**src/slcr_regs.vh**
```
// Register offsets, field positions, reset values and codes of the serial link control bank.
`ifndef SLCR_REGS_VH
`define SLCR_REGS_VH
// Register indices; each register owns one aligned word whose byte address is four times its index.
`define SLCR_LINK_ENABLE_OFF 10'h200
`define SLCR_LINK_MODE_OFF 10'h201
`define SLCR_SOFT_SYNC_OFF 10'h203
`define SLCR_LINK_CONTROL_OFF 10'h204
`define SLCR_LINK_TEST_OFF 10'h205
`define SLCR_LINK_ID_OFF 10'h206
`define SLCR_LINK_ENABLE_RST 8'h01
`define SLCR_LINK_MODE_RST 8'h02
`define SLCR_SOFT_SYNC_RST 8'h01
`define SLCR_LINK_CONTROL_RST 8'h03
`define SLCR_LINK_TEST_RST 8'h00
`define SLCR_LINK_ID_RST 8'h00
`define SLCR_CTRL_MASK 8'h1F
`define SLCR_TEST_MASK 8'h1F
`define SLCR_ID_MASK 8'hFE
`define SLCR_REG_MSB 7
`define SLCR_BIT_SCR 0
`define SLCR_BIT_FMT 1
`define SLCR_SYNC_LO 2
`define SLCR_SYNC_HI 3
`define SLCR_BIT_UPPER 4
`define SLCR_SYNC_SE 2'h0
`define SLCR_SYNC_MARKER 2'h1
`define SLCR_SYNC_SOFT 2'h2
`define SLCR_T_NORMAL 5'h00
`define SLCR_T_PRBS7 5'h01
`define SLCR_T_PRBS15 5'h02
`define SLCR_T_PRBS23 5'h03
`define SLCR_T_RAMP 5'h04
`define SLCR_T_TRANSPORT 5'h05
`define SLCR_T_D215 5'h06
`define SLCR_T_K285 5'h07
`define SLCR_T_ILA 5'h08
`define SLCR_T_RPAT 5'h09
`define SLCR_T_LOW 5'h0A
`define SLCR_T_HIGH 5'h0B
`define SLCR_T_PRBS9 5'h0D
`define SLCR_T_PRBS31 5'h0E
`define SLCR_T_CLOCK 5'h0F
`define SLCR_T_K287 5'h10
`define SLCR_CLOCK_PATTERN 16'h00FF
`define SLCR_LANES_LOWER 8'h0F
`define SLCR_LANES_UPPER 8'hF0
`define SLCR_RESP_OKAY 2'h0
`define SLCR_RESP_SLVERR 2'h2
`endif

```
**src/slcr_serial_link_control_regs.v**
```verilog
// AXI4-Lite register bank steering lane map, sync source, sample format, scrambler, test pattern and ILA identifier.
module slcr_serial_link_control_regs #(
    parameter ADDR_W = 12
) (
    input wire aclk,
    input wire aresetn,
    input wire clk_en,
    input wire [ADDR_W-1:0] s_axi_awaddr,
    input wire s_axi_awvalid,
    output reg s_axi_awready,
    input wire [31:0] s_axi_wdata,
    input wire [3:0] s_axi_wstrb,
    input wire s_axi_wvalid,
    output reg s_axi_wready,
    output reg [1:0] s_axi_bresp,
    output reg s_axi_bvalid,
    input wire s_axi_bready,
    input wire [ADDR_W-1:0] s_axi_araddr,
    input wire s_axi_arvalid,
    output reg s_axi_arready,
    output reg [31:0] s_axi_rdata,
    output reg [1:0] s_axi_rresp,
    output reg s_axi_rvalid,
    input wire s_axi_rready,
    input wire single_ended_sync_pin,
    input wire marker_input_pin,
    input wire link_is_64b66b,
    output reg link_run_q,
    output reg [7:0] lane_enable_a_q,
    output reg [7:0] lane_enable_b_q,
    output reg sync_request_q,
    output reg marker_pin_receive_enable_q,
    output reg sample_format_q,
    output reg scramble_active_q,
    output reg [4:0] pattern_select_q,
    output reg hold_low_q,
    output reg hold_high_q,
    output reg [15:0] clock_pattern_q,
    output reg [7:0] ila_id_a_q,
    output reg [7:0] ila_id_b_q,
    output reg [7:0] link_mode_select_q
);
`include "slcr_regs.vh"

    // Software-visible storage.
    reg [7:0] link_enable_reg_q;
    reg [7:0] soft_sync_reg_q;
    reg [7:0] link_control_q;
    reg [7:0] link_test_control_q;
    reg [7:0] link_identifier_q;
    reg [7:0] link_mode_reg_q;
    // Write address and data latches so either may arrive first.
    reg aw_held_q;
    reg w_held_q;
    reg [ADDR_W-1:0] aw_addr_q;
    reg [31:0] w_data_q;
    reg [3:0] w_strb_q;
    // Pin synchronisers; stage 1 is read only by stage 2.
    reg se_sync1_q, se_sync2_q, mk_sync1_q, mk_sync2_q;

    wire [1:0] sync_source = link_control_q[`SLCR_SYNC_HI:`SLCR_SYNC_LO];
    wire upper_lanes = link_control_q[`SLCR_BIT_UPPER];
    wire do_write = aw_held_q && w_held_q && !s_axi_bvalid;
    wire [4:0] test_code = link_test_control_q[4:0];

    // Register index of a byte address; each register owns one aligned word.
    // The low two address bits only pick a byte inside that word, so they are dropped.
    function [ADDR_W-3:0] reg_index;
        input [ADDR_W-1:0] a;
        begin
            reg_index = a[ADDR_W-1:2];
        end
    endfunction

    // True when the address names a mapped register; anything else answers with an error.
    function is_mapped;
        input [ADDR_W-1:0] a;
        begin
            case (reg_index(a))
                `SLCR_LINK_ENABLE_OFF, `SLCR_LINK_MODE_OFF, `SLCR_SOFT_SYNC_OFF: is_mapped = 1'b1;
                `SLCR_LINK_CONTROL_OFF, `SLCR_LINK_TEST_OFF, `SLCR_LINK_ID_OFF: is_mapped = 1'b1;
                default: is_mapped = 1'b0;
            endcase
        end
    endfunction

    // True when a write hits the register at the given index with its low byte strobe set.
    function hits;
        input [ADDR_W-1:0] a;
        input [3:0] strb;
        input [ADDR_W-3:0] idx;
        begin
            hits = (reg_index(a) == idx) && strb[0];
        end
    endfunction

    // Read word: the addressed register in the low byte, the upper bytes zero.
    function [31:0] read_word;
        input [ADDR_W-1:0] a;
        begin
            case (reg_index(a))
                `SLCR_LINK_ENABLE_OFF: read_word = {24'h000000, link_enable_reg_q};
                `SLCR_LINK_MODE_OFF: read_word = {24'h000000, link_mode_reg_q};
                `SLCR_SOFT_SYNC_OFF: read_word = {24'h000000, soft_sync_reg_q};
                `SLCR_LINK_CONTROL_OFF: read_word = {24'h000000, link_control_q};
                `SLCR_LINK_TEST_OFF: read_word = {24'h000000, link_test_control_q};
                `SLCR_LINK_ID_OFF: read_word = {24'h000000, link_identifier_q};
                default: read_word = 32'h00000000;
            endcase
        end
    endfunction

    // Write channel: accept address and data independently, respond once both are held.
    // Only the low byte of each word holds a register; the other strobes write nothing.
    always @(posedge aclk) begin
        if (!aresetn) begin
            s_axi_awready <= 1'b0;
            s_axi_wready <= 1'b0;
            s_axi_bvalid <= 1'b0;
            s_axi_bresp <= `SLCR_RESP_OKAY;
            aw_held_q <= 1'b0;
            w_held_q <= 1'b0;
            aw_addr_q <= {ADDR_W{1'b0}};
            w_data_q <= 32'h00000000;
            w_strb_q <= 4'h0;
            link_enable_reg_q <= `SLCR_LINK_ENABLE_RST;
            link_mode_reg_q <= `SLCR_LINK_MODE_RST;
            soft_sync_reg_q <= `SLCR_SOFT_SYNC_RST;
            link_control_q <= `SLCR_LINK_CONTROL_RST;
            link_test_control_q <= `SLCR_LINK_TEST_RST;
            link_identifier_q <= `SLCR_LINK_ID_RST;
        end else if (clk_en) begin
            s_axi_awready <= !aw_held_q && !s_axi_awready;
            s_axi_wready <= !w_held_q && !s_axi_wready;
            if (s_axi_awvalid && s_axi_awready) begin
                aw_held_q <= 1'b1;
                aw_addr_q <= s_axi_awaddr;
                s_axi_awready <= 1'b0;
            end
            if (s_axi_wvalid && s_axi_wready) begin
                w_held_q <= 1'b1;
                w_data_q <= s_axi_wdata;
                w_strb_q <= s_axi_wstrb;
                s_axi_wready <= 1'b0;
            end
            if (s_axi_bvalid && s_axi_bready) begin
                s_axi_bvalid <= 1'b0;
            end
            // The response waits for both halves, so a late data beat never meets a stale address.
            if (do_write) begin
                aw_held_q <= 1'b0;
                w_held_q <= 1'b0;
                s_axi_bvalid <= 1'b1;
                s_axi_bresp <= is_mapped(aw_addr_q) ? `SLCR_RESP_OKAY : `SLCR_RESP_SLVERR;
                if (hits(aw_addr_q, w_strb_q, `SLCR_LINK_ENABLE_OFF)) begin
                    link_enable_reg_q <= w_data_q[`SLCR_REG_MSB:0];
                end
                if (hits(aw_addr_q, w_strb_q, `SLCR_LINK_MODE_OFF)) begin
                    link_mode_reg_q <= w_data_q[`SLCR_REG_MSB:0];
                end
                if (hits(aw_addr_q, w_strb_q, `SLCR_SOFT_SYNC_OFF)) begin
                    soft_sync_reg_q <= w_data_q[`SLCR_REG_MSB:0];
                end
                if (hits(aw_addr_q, w_strb_q, `SLCR_LINK_CONTROL_OFF)) begin
                    link_control_q <= w_data_q[`SLCR_REG_MSB:0] & `SLCR_CTRL_MASK;
                end
                // Writes while the link runs are taken as written; software keeps them out.
                if (hits(aw_addr_q, w_strb_q, `SLCR_LINK_TEST_OFF)) begin
                    link_test_control_q <= w_data_q[`SLCR_REG_MSB:0] & `SLCR_TEST_MASK;
                end
                if (hits(aw_addr_q, w_strb_q, `SLCR_LINK_ID_OFF)) begin
                    link_identifier_q <= w_data_q[`SLCR_REG_MSB:0] & `SLCR_ID_MASK;
                end
            end
        end
    end

    // Read channel: one read at a time, data registered with the valid.
    // Ready idles as a pulse train; a master that holds arvalid is taken at its next high.
    always @(posedge aclk) begin
        if (!aresetn) begin
            s_axi_arready <= 1'b0;
            s_axi_rvalid <= 1'b0;
            s_axi_rdata <= 32'h00000000;
            s_axi_rresp <= `SLCR_RESP_OKAY;
        end else if (clk_en) begin
            s_axi_arready <= !s_axi_rvalid && !s_axi_arready && !s_axi_arvalid ? 1'b1 : 1'b0;
            if (!s_axi_rvalid && !s_axi_arready) begin
                s_axi_arready <= 1'b1;
            end
            if (s_axi_arvalid && s_axi_arready) begin
                s_axi_arready <= 1'b0;
                s_axi_rvalid <= 1'b1;
                s_axi_rdata <= read_word(s_axi_araddr);
                s_axi_rresp <= is_mapped(s_axi_araddr) ? `SLCR_RESP_OKAY : `SLCR_RESP_SLVERR;
            end else if (s_axi_rvalid && s_axi_rready) begin
                s_axi_rvalid <= 1'b0;
                s_axi_arready <= 1'b0;
            end
        end
    end

    // Pin inputs cross into this clock through two flops each.
    // Flops reset to the idle high level of these active-low pins, so reset raises no false request.
    always @(posedge aclk) begin
        if (!aresetn) begin
            se_sync1_q <= 1'b1;
            se_sync2_q <= 1'b1;
            mk_sync1_q <= 1'b1;
            mk_sync2_q <= 1'b1;
        end else if (clk_en) begin
            se_sync1_q <= single_ended_sync_pin;
            se_sync2_q <= se_sync1_q;
            mk_sync1_q <= marker_input_pin;
            mk_sync2_q <= mk_sync1_q;
        end
    end

    // Link-side controls, all registered; a disabled link zeroes only link_run_q, the lane masks and the hold outputs.
    always @(posedge aclk) begin
        if (!aresetn) begin
            link_run_q <= 1'b0;
            lane_enable_a_q <= 8'h00;
            lane_enable_b_q <= 8'h00;
            sync_request_q <= 1'b0;
            marker_pin_receive_enable_q <= 1'b0;
            sample_format_q <= 1'b1;
            scramble_active_q <= 1'b1;
            pattern_select_q <= `SLCR_T_NORMAL;
            hold_low_q <= 1'b0;
            hold_high_q <= 1'b0;
            clock_pattern_q <= 16'h0000;
            ila_id_a_q <= 8'h00;
            ila_id_b_q <= 8'h00;
            link_mode_select_q <= `SLCR_LINK_MODE_RST;
        end else if (clk_en) begin
            // Serializers off and link held while disabled.
            link_run_q <= link_enable_reg_q[0];
            link_mode_select_q <= link_mode_reg_q;
            // Mode eight lanes or fewer is the caller's duty.
            if (!link_enable_reg_q[0]) begin
                lane_enable_a_q <= 8'h00;
                lane_enable_b_q <= 8'h00;
            end else if (upper_lanes) begin
                lane_enable_a_q <= `SLCR_LANES_UPPER;
                lane_enable_b_q <= `SLCR_LANES_UPPER;
            end else begin
                lane_enable_a_q <= `SLCR_LANES_LOWER;
                lane_enable_b_q <= `SLCR_LANES_LOWER;
            end
            // Software request always counts; pins only per source. Active high request out.
            case (sync_source)
                `SLCR_SYNC_SE: sync_request_q <= !se_sync2_q || !soft_sync_reg_q[0];
                `SLCR_SYNC_MARKER: sync_request_q <= !mk_sync2_q || !soft_sync_reg_q[0];
                `SLCR_SYNC_SOFT: sync_request_q <= !soft_sync_reg_q[0];
                default: sync_request_q <= !soft_sync_reg_q[0];
            endcase
            marker_pin_receive_enable_q <= (sync_source == `SLCR_SYNC_MARKER);
            // Format and scrambler trail the register by one cycle; software changes them only with the link off.
            sample_format_q <= link_control_q[`SLCR_BIT_FMT];
            scramble_active_q <= link_is_64b66b || link_control_q[`SLCR_BIT_SCR];
            // Test patterns; 8b/10b-only codes pass through since software owns that check.
            case (test_code)
                `SLCR_T_NORMAL, `SLCR_T_PRBS7, `SLCR_T_PRBS15, `SLCR_T_PRBS23,
                `SLCR_T_PRBS9, `SLCR_T_PRBS31: pattern_select_q <= test_code;
                `SLCR_T_RAMP, `SLCR_T_TRANSPORT, `SLCR_T_D215: pattern_select_q <= test_code;
                `SLCR_T_K285, `SLCR_T_ILA, `SLCR_T_RPAT, `SLCR_T_K287: pattern_select_q <= test_code;
                `SLCR_T_LOW, `SLCR_T_HIGH, `SLCR_T_CLOCK: pattern_select_q <= test_code;
                default: pattern_select_q <= `SLCR_T_NORMAL;
            endcase
            hold_low_q <= link_enable_reg_q[0] && (test_code == `SLCR_T_LOW);
            hold_high_q <= link_enable_reg_q[0] && (test_code == `SLCR_T_HIGH);
            clock_pattern_q <= (test_code == `SLCR_T_CLOCK) ? `SLCR_CLOCK_PATTERN : 16'h0000;
            // Identifiers for the second ILA multiframe; bit 0 is always clear so +1 never carries.
            ila_id_a_q <= link_identifier_q;
            ila_id_b_q <= link_identifier_q | 8'h01;
        end
    end
endmodule

```
**config.mk**
```make
export PLATFORM = sky130hd
export DESIGN_NAME = slcr_serial_link_control_regs
export DESIGN_NICKNAME = d
export VERILOG_FILES = /design/src/slcr_serial_link_control_regs.v
export VERILOG_INCLUDE_DIRS = /design/src
export SDC_FILE = /design/constraint.sdc
export NUM_CORES = 1
export LEC_CHECK = 0
export BUFFER_PORTS_ARGS = -buffer_cell sky130_fd_sc_hd__buf_2
export CORE_UTILIZATION = 50
export DETAILED_ROUTE_END_ITERATION = 8
export GPL_TIMING_DRIVEN = 0
export PLACE_DENSITY = 0.89
export SYNTH_ARGS = -nofsm -noshare
export SYNTH_HDL_FRONTEND = slang
export SYNTH_SLANG_ARGS = --single-unit
export TNS_END_PERCENT = 100
```
**constraint.sdc**
```tcl
create_clock -name aclk -period 2.39 [get_ports aclk]
set_input_delay 0.1195 -clock aclk [delete_from_list [all_inputs] [get_ports aclk]]
set_output_delay 0.1195 -clock aclk [all_outputs]
set_load 0.005 [all_outputs]
```
==> impl_metrics.ini, run 1 <==
[outcome]
status = finished clean

[layout]
n_fill_cell = 854
stdcell_area_um2 = 6350
nets = 797
n_antenna_cell = 0
drive_gt1_share_pct = 27.8
final-seq-area_um2 = 2240
area_delta_synth_final_pct = 23.3
fin_cells = 864
multi_input_area_um2 = 2440

[place]
placed_area_um2 = 5990
place_ws_ns = 0.00370
place_inst = 832
place_congestion = 0.844
io_buffers = 108
dp_hpwl_mm = 9.67

[synth]
synth.most_common_cell = dfxtp_1
ys_ff_latch = 112
yosysUniqueCellTypes = 46
synth_ff_type = dfxtp_1
yosysWarnings = 0
yosys-top-cells-area = dfxtp_1 (44%), mux2i_1 (13%), buf_4 (9.2%)
synth_edf_count = 0
synth_top_cell_by_area = dfxtp_1
synth_top_area_share_pct = 43.5
async_flop_share_pct = 0
synth_cells = 557
avgSynthCellArea_um2 = 9.25
ys_seq_area_share_pct = 43.5
synth_area_um2 = 5150
ys_top_cells_by_count = dfxtp_1 (112), nand2_1 (103), mux2i_1 (67)

[sta]
setup_ws_ns = 0.180
tns_ns = 0
setup_viol = 0
fmax_mhz = 452
drv_slew = 0
relSlewSlack_pct = 40.9
fin_crit_ns = 2.21
tightest_slew_ns = 0.887
skew_ns = 0.0135
rsz0062_at_grt = no
period_share_pct = 92.5
hold_viol = 0

[worst_setup_path]
crit_required_ns = 2.70
rr_worst_depth = 4
rrSetupSlack_ns = 0.18
path_cells = or4_4 -> or3_4 -> nor4_4 -> mux2i_1
worst-path-max-fanout = 8
reg2reg_to = link_mode_reg_q[7]
crit_path_start = aw_addr_q[6]
crit_slowest_cell = nor4_4
cp-end-kind = flip-flop
cp-start-kind = flip-flop
cp.depth = 4
cp_top_family = simple AND/OR/NAND/NOR gates
rr_startpoint = aw_addr_q[6]
path_class = flip-flop to flip-flop
max_stage_delay_ns = 0.63
arrival_ns = 2.52
path_buf_inv = 0
endpoint = link_mode_reg_q[7]

[clock_tree]
clk_latency_ns = 0.38
cts_inserted_buffers = 9
clk_pin_slew_ns = 0.11
post_cts_resized = 0
htreeDepth = 3
cts_buffer_depth = 2
cts_sinks = 112
cts_tree = done
post-cts-setup-buffer-count = 0
root_buffer = clkbuf_8

[drt]
ant_nets = 0
routedWlPerCell_um = 14.8
dr.pass1.iters = 4
via_count = 4293
totalWireLength_mm = 12.8
vias_per_cell = 4.97
drc = 0
drtIter0Drc = 227

[global_routing]
track_usage_pct = 24.1
grt_max_degree = 19
grt_pass1_wl_mm = 20.6
antenna_found_initial = 0
grt_pass1_vias = 4166
overflow = 0

[worst_hold_path]
hold_class = input port to flip-flop

[floorplan]
design.core.area_um2 = 9860
die_w_um = 104
io_pins = 180
row_count = 36
die_area_um2 = 10700
start_util_pct = 52.2
die_height_um = 104

[pwr]
power.density_nw_per_um2 = 533
vdd.ir_drop.worst_v = 0.000327
p_leak_nw = 2.99

[run]
cap_violations = 0
-- sequential cells by signal, summed over array words and instances, names as in the netlist, 7 cells and up --
signal	cells
link_identifier_q	7
soft_sync_reg_q	8
link_mode_select_q	8
aw_addr_q	10
ila_id_b_q	8
link_enable_reg_q	8
s_axi_rdata	8
w_data_q	8
link_mode_reg_q	8
-- layout make-up --
class	count	share of cell area, %
well taps	133	2.62
inverters	2	0.118
plain buffers	94	9.28
clock inverters	5	1.00
clock buffers	11	2.23
multi-input cells	383	38.4
repair buffers	124	11.0
flip-flops and latches	112	35.3
-- worst reg2reg max path, delay by kind of cell (launching register included) --
kind / cells / cell delay [ns]
simple gates: 3 / 1.55
flops: 1 / 0.33
mux: 1 / 0.26
-- power by group --
| part | leakage (nW) | internal, W | switching [W] |
|---|---|---|---|
| sequential | 0.906 | 0.00189 | 0.0000187 |
| clock | 0.100 | 0.000522 | 0.000643 |
| combinational | 1.99 | 0.000156 | 0.000160 |
| total | 2.99 | 0.00256 | 0.000822 |
-- placed cells by master, fill, tap and decap left out, types with 5 or more instances in the layout --
| cell type | count |
|---|---|
| clkbuf_1 | 31 |
| conb_1 | 35 |
| a21boi_0 | 24 |
| buf_2 | 108 |
| a31oi_1 | 5 |
| nor2_1 | 8 |
| dlygate4sd3_1 | 16 |
| nand3_1 | 11 |
| dfxtp_1 | 112 |
| buf_4 | 63 |
| nand2b_1 | 7 |
| nor2b_1 | 37 |
| nor3_1 | 6 |
| nand2_1 | 103 |
| clkbuf_8 | 10 |
| o21ai_0 | 6 |
| a21oi_1 | 9 |
| mux2i_1 | 67 |
| mux2_2 | 7 |
-- through the flow --
| step | hold slack, ns | total power [W] | utilization [%] |
|---|---|---|---|
| after detailed placement | 0.345 | 0.00224 | 60.7 |
| after floorplan | 0.248 | 0.00214 | - |
| after global placement | 0.339 | 0.00223 | 60.7 |
| after CTS | 0.0000930 | 0.00339 | 64.4 |
| after global routing | 0.0101 | 0.00350 | 64.4 |
| final | 0.00409 | 0.00339 | 64.4 |
-- logic make-up after synthesis --
group	Yosys count	share of synthesized area, %
compound gates	75	10.6
simple gates	199	19.7
other cells	1	0.0728
mux	74	14.5
buf+inv	96	11.6
flops	112	43.5
-- what timing repair did --
| action | 4_1_cts | 5_1_grt |
|---|---|---|
| hold buffers | 16 | 0 |
| endpoints found under the hold margin | 16 | 0 |
| endpoints found under the setup margin | 0 | 8 |
-- how the worst min path moves through the flow --
stage,from,end,cells past startpoint
2_1_floorplan,marker_input_pin,mk_sync1_q,2
3_3_place_gp,single_ended_sync_pin,se_sync1_q,3
3_5_place_dp,marker_input_pin,mk_sync1_q,3
4_1_cts,s_axi_wdata[1],w_data_q[1],3
5_1_grt,s_axi_awaddr[5],aw_addr_q[5],3
6_report,s_axi_awaddr[5],aw_addr_q[5],3
-- routing by layer --
| metal | up-vias | track usage (%) | part of all wire [%] |
|---|---|---|---|
| met1 | 1994 | 29.8 | 44 |
| met4 | 0 | 10.2 | 2.8 |
| met2 | 140 | 42.2 | 48 |
| met5 | - | 0 | 0 |
| met3 | 22 | 3.08 | 5.3 |
| li1 | 2137 | - | - |
Note: power is estimated with default switching activity, not from simulation.
==> inputs of run 2 (changes only) <==
- CORE_ASPECT_RATIO: default -> 1.5
==> impl_metrics.ini, run 2 (same netlist as run 1, synthesis figures left out) <==
[outcome]
status = finished with violations
violations = design-rule violations

[floorplan]
start_util_pct = 51.1
die_area_um2 = 10700
io_pins = 180
row_count = 45
die_height_um = 126
design.core.area_um2 = 10100
die_w_um = 84.9

[clock_tree]
post-cts-setup-buffer-count = 0
cts_buffer_depth = 2
post_cts_resized = 0
cts_sinks = 112
cts_inserted_buffers = 9
htreeDepth = 3
clk_pin_slew_ns = 0.07
cts_tree = done
root_buffer = clkbuf_16
clk_latency_ns = 0.35

[worst_setup_path]
cp-end-kind = flip-flop
arrival_ns = 2.53
cp-start-kind = flip-flop
crit_required_ns = 2.66
rrSetupSlack_ns = 0.14
worst-path-max-fanout = 8
path_class = flip-flop to flip-flop

[sta]
skew_ns = 0.0101
setup_ws_ns = 0.136
fin_crit_ns = 2.25
fmax_mhz = 444
setup_viol = 0
drv_slew = 0
rsz0062_at_grt = no
tightest_slew_ns = 0.884
relSlewSlack_pct = 40.6
hold_viol = 0
period_share_pct = 94.3

[global_routing]
grt_pass1_wl_mm = 19.9
grt_max_degree = 17
antenna_found_initial = 0
grt_pass1_vias = 4221
overflow = 0
track_usage_pct = 23.8

[place]
place_congestion = 0.943
place_ws_ns = -0.0183
placed_area_um2 = 5970
io_buffers = 108
dp_hpwl_mm = 9.71

[layout]
drive_gt1_share_pct = 28.1
final_cell_mix = dfxtp_1 (112), buf_2 (108), nand2_1 (103), mux2i_1 (67), buf_4 (63)
top_register = aw_addr_q
layout_commonest_cell = dfxtp_1
area_delta_synth_final_pct = 21.4
stdcell_area_um2 = 6250
nets = 782
n_antenna_cell = 0
largest_register_ffs = 10

[drt]
dr.pass1.iters = 7
via_count = 4292
drtIter0Drc = 329
vias_per_cell = 5.15
ant_nets = 0
routedWlPerCell_um = 15.1
totalWireLength_mm = 12.6
drc = 13

[worst_hold_path]
hold_class = input port to flip-flop

[run]
cap_violations = 0

[pwr]
power.density_nw_per_um2 = 576
vdd.ir_drop.worst_v = 0.000402
p_leak_nw = 2.97
[run 2: worst max-delay path: stages (launching register included)]
cell	delay, ns
dfxtp_1	0.31
or4_4	0.54
or3_4	0.38
nor4_4	0.68
mux2i_1	0.26
[run 2: worst paths after layout]
check	end	startpoint	cells after the start
worst max-delay path	link_mode_reg_q[1]	aw_addr_q[6]	4
worst min-delay path	aw_addr_q[7]	s_axi_awaddr[7]	3
worst max register to register	link_mode_reg_q[1]	aw_addr_q[6]	4
worst min register to register	ila_id_b_q[0]	ila_id_b_q[0]	1
[run 2: cell type report]
type / instances / area, um2
Timing Repair Buffer: 109 / 551
Buffer: 94 / 589
Clock inverter: 2 / 13.8
Fill cell: 826 / 3820
Clock buffer: 14 / 264
Inverter: 2 / 7.51
Sequential cell: 112 / 2240
Tap cell: 117 / 146
Multi-Input combinational cell: 383 / 2440
[run 2: metal layers]
| metal | vias up | GRT usage (%) | wire length, um |
|---|---|---|---|
| li1 | 2104 | - | - |
| met1 | 1984 | 25.0 | 4820 |
| met2 | 165 | 44.0 | 6540 |
| met3 | 39 | 3.90 | 633 |
| met4 | 0 | 14.6 | 602 |
| met5 | - | 0 | 0 |
[run 2: what timing repair did]
item / 4_1_cts / 5_1_grt
endpoints found under the hold margin: 1 / 0
hold buffers: 1 / 0
endpoints found under the setup margin: 0 / 8
[run 2: stage by stage]
step / setup TNS (ns) / total power (W) / std cells / hold slack, ns / utilization, %
2_1_floorplan: 0 / 0.00214 / 591 / 0.248 / -
3_3_place_gp: 0 / 0.00223 / 816 / 0.353 / 59.2
3_5_place_dp: -0.0183 / 0.00224 / 816 / 0.356 / 59.2
4_1_cts: 0 / 0.00362 / 833 / 0.0129 / 62.1
5_1_grt: 0 / 0.00372 / 833 / 0.0383 / 62.1
6_report: 0 / 0.00360 / 833 / 0.0219 / 62.1
[run 2: power by group]
group          switching (W)  internal, W  total, W  leakage [nW]
sequential         0.0000179      0.00189   0.00190         0.906
combinational       0.000156     0.000140  0.000296          1.92
clock               0.000637     0.000766   0.00140         0.137
total               0.000812      0.00279   0.00360          2.97
==> inputs of run 3 (changes only) <==
- CTS_BUF_LIST: default -> sky130_fd_sc_hd__clkbuf_4 sky130_fd_sc_hd__clkbuf_8 sky130_fd_sc_hd__clkbuf_16
==> impl_metrics.ini, run 3 (same netlist as run 1, synthesis figures left out) <==
[place]
io_buffers = 108
place_ws_ns = -0.0183
dp_hpwl_mm = 9.71
place_congestion = 0.943

[pwr]
p_leak_nw = 2.98
finalPower_w = 0.00364
vdd.ir_drop.worst_v = 0.000399
power.density_nw_per_um2 = 581

[layout]
layout_commonest_cell = dfxtp_1
area_delta_synth_final_pct = 21.6
top_register = aw_addr_q
multi_input_area_um2 = 2440
nets = 782
largest_register_ffs = 10
n_fill_cell = 823
n_antenna_cell = 0
final_cell_mix = dfxtp_1 (112), buf_2 (108), nand2_1 (103), mux2i_1 (67), buf_4 (63)
drive_gt1_share_pct = 28.5
final-seq-area_um2 = 2240

[worst_setup_path]
path_class = flip-flop to flip-flop
arrival_ns = 2.49
cp-start-kind = flip-flop
cp-end-kind = flip-flop
worst-path-max-fanout = 8
path_cells = or4_4 -> or3_4 -> nor4_4 -> mux2i_1
max_stage_delay_ns = 0.64
crit_slowest_cell = nor4_4
crit_required_ns = 2.66

[clock_tree]
cts_inserted_buffers = 9
cts_buffer_depth = 2
htreeDepth = 3
clk_pin_slew_ns = 0.07
cts_sinks = 112
post_cts_resized = 0
clk_latency_ns = 0.34
root_buffer = clkbuf_16
cts_tree = done

[global_routing]
grt_max_degree = 17
overflow = 0
grt_pass1_wl_mm = 19.9
track_usage_pct = 23.9
antenna_found_initial = 0
grt_pass1_vias = 4223

[drt]
ant_nets = 0
vias_per_cell = 5.21
via_count = 4337
drtIter0Drc = 288
drc = 13
dr.pass1.iters = 7
routedWlPerCell_um = 15.1
totalWireLength_mm = 12.6

[sta]
setup_ws_ns = 0.172
period_share_pct = 92.8
fin_crit_ns = 2.22
rsz0062_at_grt = no
tightest_slew_ns = 0.839
drv_slew = 0
fmax_mhz = 451
hold_viol = 0
relSlewSlack_pct = 43.7
setup_viol = 0
skew_ns = 0.00596
fin_hold_ws_ns = 0.0231

[floorplan]
die_height_um = 126
row_count = 45
start_util_pct = 51.1
die_area_um2 = 10700
io_pins = 180
design.core.area_um2 = 10100
die_w_um = 84.9

[outcome]
status = finished with violations
violations = design-rule violations

[worst_hold_path]
hold_class = input port to flip-flop

[run]
cap_violations = 0
run 3: cell counts in the layout (fill, tap and decap cells not counted):
No cell type changed its count.
run 3: cell type report:
cell class / instances / share of cell area [%]
inverters: 2 / 0.120
flip-flops and latches: 112 / 35.8
clock buffers: 14 / 4.39
well taps: 117 / 2.34
repair buffers: 109 / 8.79
clock inverters: 2 / 0.220
plain buffers: 94 / 9.40
multi-input cells: 383 / 39.0
run 3: worst paths after layout:
path / start / to / slack [ns] / cells past startpoint
setup / recovery: aw_addr_q[6] / link_mode_reg_q[1] / 0.17 / 4
hold / removal: s_axi_awaddr[11] / aw_addr_q[11] / 0.02 / 3
setup reg to reg: aw_addr_q[6] / link_mode_reg_q[1] / 0.17 / 4
hold reg to reg: ila_id_b_q[0] / ila_id_b_q[0] / 0.45 / 1
run 3: through the flow:
stage,util (%),instances,cell area (um2),setup TNS [ns]
after detailed placement,59.2,816,5970,-0.0183
after global placement,59.2,816,5970,0
after floorplan,-,591,5280,0
after CTS,62.2,833,6270,0
final,62.2,833,6270,0
after global routing,62.2,833,6270,0
run 3: worst max-delay path, delay by kind of cell, from the launching register on:
kind             cells  cell delay (ns)
AND/OR/NAND/NOR      3             1.56
flip-flops           1             0.31
multiplexers         1             0.26
run 3: layer usage:
| layer | global-route usage [%] | share of wire, % | wire length (um) |
|---|---|---|---|
| met5 | 0 | 0 | 0 |
| met4 | 14.7 | 5.3 | 668 |
| met3 | 3.90 | 4.7 | 585 |
| met2 | 44.0 | 52 | 6540 |
| met1 | 25.0 | 38 | 4780 |
run 3: where the power goes:
group	internal [W]	total (W)	leakage (nW)	switching [W]
Clock	0.000800	0.00144	0.147	0.000639
Sequential	0.00189	0.00190	0.906	0.0000180
Combinational	0.000140	0.000297	1.92	0.000157
run 3: timing repair:
action                                  CTS  global route
setup buffers                             0             0
endpoints found under the setup margin    0             8
hold buffers                              1             0
hold endpoints to repair                  1             0
